[src/hdl/dcir_pkg.sv]
package dcir_pkg;

    // source and line counts
    localparam int DCIR_NUM_SRC = 147;
    localparam int DCIR_SEC_LINES = 32;
    localparam int DCIR_WAKE_SRC = 41;
    localparam int DCIR_SEL_W = 8;
    localparam int DCIR_MAIN_PRIO_W = 3;
    localparam int DCIR_SEC_PRIO_W = 2;

    // selection value that maps nothing; any code at or above the source count is empty
    localparam logic [DCIR_SEL_W-1:0] DCIR_SEL_NONE = 8'hff;

    // per-line mapping of the secondary core: source and priority
    typedef struct packed {
        logic [DCIR_SEL_W-1:0] src;
        logic [DCIR_SEC_PRIO_W-1:0] prio;
    } dcir_sec_map_s;

    // non-maskable selection of one core
    typedef struct packed {
        logic enable;
        logic [DCIR_SEL_W-1:0] src;
    } dcir_nmi_sel_s;

    // state of the system function request
    typedef enum logic [1:0] {
        DCIR_SF_IDLE = 2'b00,
        DCIR_SF_BUSY = 2'b01
    } dcir_sf_state_e;

endpackage

[src/hdl/dcir_router.sv]
`timescale 1ns/1ps
// Summary of operation
// - 147 sources; source n drives main-core request line n unchanged.
// - Secondary core has 32 request lines, each fed by one selected source.
// - Priority per interrupt: eight levels main core, four levels secondary.
// - Each core has one selectable source driving its non-maskable input.
// - Up to 41 designated sources wake the device from deep sleep.
// - Each core has its own vectored controller and wakeup controller path.
// - A system function start raises the secondary core's non-maskable input.
module dcir_router
    import dcir_pkg::*;
#(
    parameter int NUM_SRC = DCIR_NUM_SRC,
    parameter int SEC_LINES = DCIR_SEC_LINES,
    parameter int WAKE_SRC = DCIR_WAKE_SRC
) (
    // clock and reset
    input wire logic core_clk,
    input wire logic rst_n,
    // interrupt sources
    input wire logic [NUM_SRC-1:0] src_irq,
    // configuration of the main core
    input wire logic [NUM_SRC*DCIR_MAIN_PRIO_W-1:0] main_prio_cfg,
    input wire dcir_nmi_sel_s main_nmi_cfg,
    // configuration of the secondary core
    input wire dcir_sec_map_s [SEC_LINES-1:0] sec_map_cfg,
    input wire dcir_nmi_sel_s sec_nmi_cfg,
    // wakeup configuration and deep sleep state
    input wire logic [WAKE_SRC-1:0] wake_en_cfg,
    input wire logic deep_sleep,
    // system function start requests and completion
    input wire logic sysfn_main_req,
    input wire logic sysfn_sec_req,
    input wire logic sysfn_debug_access_port_req,
    input wire logic sysfn_done,
    // main core outputs
    output logic [NUM_SRC-1:0] main_numbered_request_line,
    output logic [NUM_SRC*DCIR_MAIN_PRIO_W-1:0] main_prio,
    output logic main_nmi,
    output logic main_wakeup,
    // secondary core outputs
    output logic [SEC_LINES-1:0] sec_numbered_request_line,
    output logic [SEC_LINES*DCIR_SEC_PRIO_W-1:0] sec_prio,
    output logic sec_nmi,
    output logic sec_wakeup,
    output logic sysfn_busy
);

    ////////////////////////////////////////////////////////////////////////
    // selection of secondary lines and both non-maskable sources

    logic [SEC_LINES-1:0] sec_hit;
    logic main_nmi_hit;
    logic sec_nmi_hit;
    logic [WAKE_SRC-1:0] wake_hit;
    logic wake_any;

    // one mux per secondary line; out-of-range codes read low
    genvar gi;
    generate
        for (gi = 0; gi < SEC_LINES; gi++) begin : g_sec
            dcir_src_mux #(.NUM_SRC(NUM_SRC)) u_mux (
                .src_vec(src_irq),
                .sel(sec_map_cfg[gi].src),
                .hit(sec_hit[gi])
            );
        end
    endgenerate

    dcir_src_mux #(.NUM_SRC(NUM_SRC)) u_main_nmi (
        .src_vec(src_irq),
        .sel(main_nmi_cfg.src),
        .hit(main_nmi_hit)
    );

    dcir_src_mux #(.NUM_SRC(NUM_SRC)) u_sec_nmi (
        .src_vec(src_irq),
        .sel(sec_nmi_cfg.src),
        .hit(sec_nmi_hit)
    );

    // only the low sources are wired into the wakeup path; higher sources can never
    // wake the device, whatever software writes into their enables
    generate
        for (gi = 0; gi < WAKE_SRC; gi++) begin : g_wake
            assign wake_hit[gi] = src_irq[gi] & wake_en_cfg[gi];
        end
    endgenerate

    ////////////////////////////////////////////////////////////////////////
    // main core request lines and priorities

    // straight one-to-one registering, no remapping
    always_ff @(posedge core_clk) begin
        if (!rst_n) begin
            main_numbered_request_line <= '0;
        end else begin
            main_numbered_request_line <= src_irq;
        end
    end

    // priorities travel with the lines so the controllers see them aligned
    always_ff @(posedge core_clk) begin
        if (!rst_n) begin
            main_prio <= '0;
        end else begin
            main_prio <= main_prio_cfg;
        end
    end

    ////////////////////////////////////////////////////////////////////////
    // secondary core request lines and priorities

    always_ff @(posedge core_clk) begin
        if (!rst_n) begin
            sec_numbered_request_line <= '0;
        end else begin
            sec_numbered_request_line <= sec_hit;
        end
    end

    // four levels only, so the field is two bits wide
    always_ff @(posedge core_clk) begin
        if (!rst_n) begin
            sec_prio <= '0;
        end else begin
            for (int i = 0; i < SEC_LINES; i++) begin
                sec_prio[i*DCIR_SEC_PRIO_W +: DCIR_SEC_PRIO_W] <= sec_map_cfg[i].prio;
            end
        end
    end

    ////////////////////////////////////////////////////////////////////////
    // system function request state

    dcir_sf_state_e sf_state_ff;
    dcir_sf_state_e nxt_sf_state;
    logic sf_start;

    // any of the three requesters may start a system function, with no arbitration
    assign sf_start = sysfn_main_req | sysfn_sec_req | sysfn_debug_access_port_req;

    // a new start wins over a completion in the same cycle, so no request is lost
    always_comb begin
        nxt_sf_state = sf_state_ff;
        unique case (sf_state_ff)
            DCIR_SF_IDLE: begin
                if (sf_start) begin
                    nxt_sf_state = DCIR_SF_BUSY;
                end
            end
            DCIR_SF_BUSY: begin
                if (sysfn_done && !sf_start) begin
                    nxt_sf_state = DCIR_SF_IDLE;
                end
            end
            default: nxt_sf_state = DCIR_SF_IDLE;
        endcase
    end

    always_ff @(posedge core_clk) begin
        if (!rst_n) begin
            sf_state_ff <= DCIR_SF_IDLE;
        end else begin
            sf_state_ff <= nxt_sf_state;
        end
    end

    always_ff @(posedge core_clk) begin
        if (!rst_n) begin
            sysfn_busy <= 1'h0;
        end else begin
            sysfn_busy <= (nxt_sf_state == DCIR_SF_BUSY);
        end
    end

    ////////////////////////////////////////////////////////////////////////
    // non-maskable outputs

    // main core: one enabled selection, nothing else can raise it
    always_ff @(posedge core_clk) begin
        if (!rst_n) begin
            main_nmi <= 1'h0;
        end else begin
            main_nmi <= main_nmi_cfg.enable & main_nmi_hit;
        end
    end

    // secondary core also takes system functions; uses the next state so the
    // request shows one cycle after the start, same as the selected source
    always_ff @(posedge core_clk) begin
        if (!rst_n) begin
            sec_nmi <= 1'h0;
        end else begin
            sec_nmi <= (sec_nmi_cfg.enable & sec_nmi_hit)
                | (nxt_sf_state == DCIR_SF_BUSY);
        end
    end

    ////////////////////////////////////////////////////////////////////////
    // wakeup controllers, one per core

    // one shared qualified set feeds both controllers; a per-core mask would need a port
    assign wake_any = deep_sleep & (|wake_hit);

    // main core wakeup controller; only active while the vectored controllers are unclocked
    always_ff @(posedge core_clk) begin
        if (!rst_n) begin
            main_wakeup <= 1'h0;
        end else begin
            main_wakeup <= wake_any;
        end
    end

    // secondary core wakeup controller, kept apart so each core wakes on its own flop
    always_ff @(posedge core_clk) begin
        if (!rst_n) begin
            sec_wakeup <= 1'h0;
        end else begin
            sec_wakeup <= wake_any;
        end
    end

endmodule

[src/hdl/dcir_src_mux.sv]
`timescale 1ns/1ps
// picks one source out of the source vector; out-of-range codes give zero
module dcir_src_mux
    import dcir_pkg::*;
#(
    parameter int NUM_SRC = DCIR_NUM_SRC
) (
    // source vector and selection
    input wire logic [NUM_SRC-1:0] src_vec,
    input wire logic [DCIR_SEL_W-1:0] sel,
    // selected level
    output logic hit
);

    // a code past the last source must read low, not wrap
    always_comb begin
        hit = 1'h0;
        if (32'(sel) < NUM_SRC) begin
            hit = src_vec[sel];
        end
    end

endmodule

[config.mk]
export PLATFORM = sky130hd
export DESIGN_NAME = dcir_router
export DESIGN_NICKNAME = d
export VERILOG_FILES = /design/src/hdl/dcir_pkg.sv /design/src/hdl/dcir_router.sv /design/src/hdl/dcir_src_mux.sv
export SDC_FILE = /design/constraint.sdc
export NUM_CORES = 2
export LEC_CHECK = 0
export BUFFER_PORTS_ARGS = -buffer_cell sky130_fd_sc_hd__buf_2
export CAP_MARGIN = 20
export CELL_PAD_IN_SITES_DETAIL_PLACEMENT = 1
export CELL_PAD_IN_SITES_GLOBAL_PLACEMENT = 1
export CORE_AREA = 2 2 646 648
export CTS_BUF_LIST = sky130_fd_sc_hd__clkbuf_4 sky130_fd_sc_hd__clkbuf_8 sky130_fd_sc_hd__clkbuf_16
export CTS_CLUSTER_DIAMETER = 60
export DETAILED_ROUTE_END_ITERATION = 6
export DIE_AREA = 0 0 648 650
export HOLD_SLACK_MARGIN = 0.08
export PLACE_DENSITY_LB_ADDON = 0.1
export RECOVER_POWER = 25
export SLEW_MARGIN = 20
export SYNTH_ARGS = -nofsm -noshare
export SYNTH_HDL_FRONTEND = slang
export SYNTH_SLANG_ARGS = --single-unit
[constraint.sdc]
create_clock -name core_clk -period 5.97 [get_ports core_clk]
set_input_delay 0.597 -clock core_clk [delete_from_list [all_inputs] [get_ports core_clk]]
set_output_delay 0.597 -clock core_clk [all_outputs]
set_load 0.01 [all_outputs]
After elaboration in Yosys (flattened, before gate mapping)
Cells that the tools add are included.
Widths: inputs -> output; s select.
- memory bits (writable): 0
- memories kept: 0
- logic and storage cells: 266
- bits in latches: 0
- register bits after elaboration: 690
- memory bits (read-only): 0
- output and inout bits: 689
- $mul: 0
- shift-type cells: 0
- $lt $le $gt $ge: 68
- $add $sub $neg: 0
- divide/modulo/power cells: 0
- equality and inequality tests: 2
- reduce and logical (&&, ||, !) cells: 36
- bitwise operators: 47
- multiplexer cells: 73
- operators with widths (cell ; count):
    $lt 8x9->1 const B ; 34
    $bmux 1 s8 ; 34
    $lt 8x8->1 const B ; 34
    $reduce_and 2->1 ; 32
    $and 1x1->1 ; 44
    $reduce_or 41->1 ; 1
    $mux 1 ; 36
    $eq 2x1->1 const B ; 2
    $mux 2 ; 2
    $pmux 2 s2 ; 1
    $or 1x1->1 ; 3
    $logic_not 2->1 ; 1
    $logic_and 1x1->1 ; 1
    $logic_not 1->1 ; 1

Logic depth before layout (Yosys ltp)
- depth after elaboration: 8
- mapped depth: 9
- depth with buffers taken out: 6

Modules after synthesis
From an unflattened synthesis, not the netlist that was laid out.
- cell total of the unflattened synthesis: 5256
- area total of the unflattened synthesis: 67065.6 µm²
- modules (own cells, without submodules) (module ; seq. area each (µm²) ; area an instance (µm²) ; instances ; cells an instance):
    dcir_src_mux ; 0.0 ; 1422.6 ; 34 ; 111
    dcir_router ; 13813.2 ; 18696.7 ; 1 ; 1482

Worst setup path after synthesis
Ideal clock, no wire load.
- kind: input port to flip-flop
- start point: input port sec_map_cfg[162] (netlist name)
- end point: register sec_numbered_request_line[16]
- buffers on the path: 3
- data required time: 5840 ps
- path slack: 3207 ps
- stages on the path: 8
- data arrival time: 2633 ps
- cell sequence: buf_4 buf_2 buf_2 mux4_2 a221oi_1 nor3_1 o41ai_1 a21oi_1
- word-level cells in the longest chain between the ends: 2
- elaborated cells on any way between the ends: 4
- those cells by class: 1 x order compare; 2 x mux; 1 x reduce/logical
- ends and longest elaborated chain (what ; line ; RTL):
    start, declared ; dcir_router.sv:26 ; input wire dcir_sec_map_s [SEC_LINES-1:0] sec_map_cfg,
    $bmux 1 s8 / $lt 8x8->1 (equally long branches) ; dcir_src_mux.sv:19, dcir_src_mux.sv:18 ;
    $mux 1 (implied by the code) / $reduce_and 2->1 (equally long branches) ; n/a ;
    end signal, assigned ; dcir_router.sv:118 ; sec_numbered_request_line <= sec_hit;
    end, declared ; dcir_router.sv:42 ; output logic [SEC_LINES-1:0] sec_numbered_request_line,
Parallel ways exist; a longest one is shown, timed or not. The select of a mux whose other input is x is not followed.
A chain may end at the register's enable or synchronous reset.

Worst setup path in the final report
- start point: input port src_irq[78]
- end point: register sec_numbered_request_line[9]
- word-level cells in the longest chain between the ends: 2
- ends and longest elaborated chain (what ; line ; RTL):
    start, declared ; dcir_router.sv:21 ; input wire logic [NUM_SRC-1:0] src_irq,
    $bmux 1 s8 ; dcir_src_mux.sv:19 ; hit = src_vec[sel];
    $mux 1 (implied by the code) ; dcir_src_mux.sv:19 ;
No other way between the ends. The select of a mux whose other input is x is not followed.

==> impl_metrics.toml <==
[worst_setup_path]
end_kind = "flop"
slowest_delay_ps = 2070
cp_max_fo = 23
crit_type = "input port to flop"
cp.required_ps = 6770
cp_data_arrival_time_ps = 5600
slowest_stage = "clkbuf_1"
setup.worst_path.start = "src_irq[78]"
crit_chain = "buf_2 > clkbuf_1 > mux4_2 > a22oi_1 > nand4b_1 > o21ai_0 > or3_1 > a21oi_1 > dlygate4sd3_1"
startpoint_type = "input port"
reg2reg_from = "sf_state_ff[0]$_SDFF_PN0_"

[layout]
design_area_um2 = 85500
fin_nets = 7659
finalNonFillerCells = 12500
fillCellCount = 46900
drive_gt1_frac = 0.528
finish.utilization = 0.206
layout-area-overhead-vs-synth_pct = 40.5

[timing]
relSlewSlack = -1.97
max_clock_freq_mhz = 208
post-route-period-util = 0.804
tns_ps = 0
layout_setup_ws_ps = 1170
finClkSkew_ps = 0.411
slew_violations = 846
rsz0062_at_grt = "false"
worst_slew_pin_slew_ps = 4460
period_needed_ps = 4800
whs_ps = 125
setup_viol = 0
hold_viol = 0

[die]
fp-row-count = 237
die_area_um2 = 421000
dieHeight_um = 650
coreArea_um2 = 415000
start_util = 0.147
io_pins = 1663
die_x_um = 648

[clock_network]
cts_root_buf = "clkbuf_16"
cts_buffers = 142
cts_tree = "built"
clk_pin_slew_ps = 50
clk_latency_ps = 840
clock_path_buffers = 4
cts.sinks = 690
post-cts-setup-buffers = 0
h-tree-depth = 4

[global_routing]
grt_start_max_net_pins = 113
antenna_found_initial = 403
grt_pass1_vias = 65200
grt-ovfl-total = 0
grt_pass1_wl_mm = 761
grt_usage = 0.278

[logic_synthesis]
synthesis.instances = 4935
synth_area_um2 = 60800
synth_area_per_cell_um2 = 12.3
synth_top_area_share = 0.497
synth.area.top_cells = "mux4_2 50%, dfxtp_1 23%, and2_1 7.0%"
synth_edf_count = 0
synth_cell_types = 67
synthFlopType = "dfxtp_1"
seq_area_frac_synth = 0.227
async_flop_share = 0
synth_warnings = 0
syn_nets = 5909
synthTopCellsByCount = "1343 x mux4_2, 690 x dfxtp_1, 679 x clkbuf_1"
ys_ff_latch = 690
yosysMostFrequentCell = "mux4_2"
synth_top_area_cell = "mux4_2"

[placed_design]
gp_routability_congestion = 0.974
numPlacedInstances = 11500
dpl_cell_area_um2 = 75200
io_buffers = 1662
place_ws_ps = 1990
dp_hpwl_mm = 458

[route]
drt_iter0_markers = 9779
wl_per_cell_um = 48.7
detail-route-antenna-nets = 0
postRouteWirelength_mm = 608
dr.pass1.iters = 7
vias = 66500
vias_per_cell = 5.33
drc = 0

[status]
violations = "capacitance limit, slew limit"
status = "complete, but fails checks"

[pwr]
p_per_area_nw_per_um2 = 235
power_mw = 20.1
leakagePower_nw = 32.2
peakVddDrop_uv = 172

[min_path]
hold_class = "input port to flop"
worstHoldStart = "main_prio_cfg[2]"

[flow_run]
cap_violations = 29
-- cell type report --
type,count,area [um2],share of cell area
flip-flops and latches,690,13800,0.162
multi-input cells,3309,43200,0.506
well taps,5497,6880,0.0805
inverters,35,131,0.00154
clock buffers,177,3960,0.0464
clock inverters,69,808,0.00946
diodes,202,505,0.00591
repair buffers,2507,16100,0.189
-- layer usage --
| layer | GRT usage | vias to the layer above | wire, um |
|---|---|---|---|
| met5 | 0 | - | 330 |
| met4 | 0.124 | 54 | 29800 |
| met3 | 0.0891 | 1402 | 63400 |
| met2 | 0.453 | 5787 | 285000 |
| met1 | 0.332 | 35800 | 229000 |
| li1 | - | 23500 | - |
-- final timing paths --
check             slack (ps)  depth (start not counted)                                      end
hold / removal           130                          2                  main_prio[2]$_SDFF_PN0_
hold reg to reg          420                          1                    sysfn_busy$_SDFF_PN0_
setup / recovery        1170                          9  sec_numbered_request_line[9]$_SDFF_PN0_
setup reg to reg        4390                          3                    sysfn_busy$_SDFF_PN0_
-- power breakdown --
part | total, mW | switching, mW | leakage, nW | internal [mW]
Sequential | 4.99 | 0.123 | 5.75 | 4.87
Combinational | 6.69 | 4.01 | 24.1 | 2.68
Clock | 8.37 | 3.20 | 2.33 | 5.18
Total | 20.1 | 7.33 | 32.2 | 12.7
-- what timing repair did --
action	4_1_cts	5_1_grt
gates resized for setup	0	0
hold endpoints to repair	500	0
hold buffers	508	0
-- layout by cell type, fill, tap and decap left out, types with 136 or more instances in the layout --
master	Yosys	final
dlygate4sd3_1	0	508
clkbuf_16	0	145
nand2_1	136	136
buf_2	140	1639
dfxtp_1	690	690
a22oi_1	137	137
mux4_2	1343	1343
diode_2	0	202
buf_4	26	306
and2_1	676	452
and2_0	2	226
-- sequential cells by signal (all words and copies together) (netlist names) --
register                    cells
main_nmi                        1
main_numbered_request_line    147
main_prio                     441
sec_nmi                         1
sec_numbered_request_line      32
sec_prio                       64
sec_wakeup                      1
sf_state_ff                     2
sysfn_busy                      1
-- logic make-up (layout without fill, tap and decap cells) --
family	count (synthesis)	count (layout)	share of synthesized area
other cells	1	203	0.0000616
mux	1475	1475	0.521
flops	690	690	0.227
compound gates	565	565	0.0681
simple gates	1268	1268	0.122
buf+inv	936	2788	0.0626
-- critical path, delay by kind of cell --
kind	cells	cell delay [ps]
compound gates	3	480
buf+inv	3	3270
mux	1	630
simple gates	2	530
No activity file was read; power rests on OpenSTA's default activity.
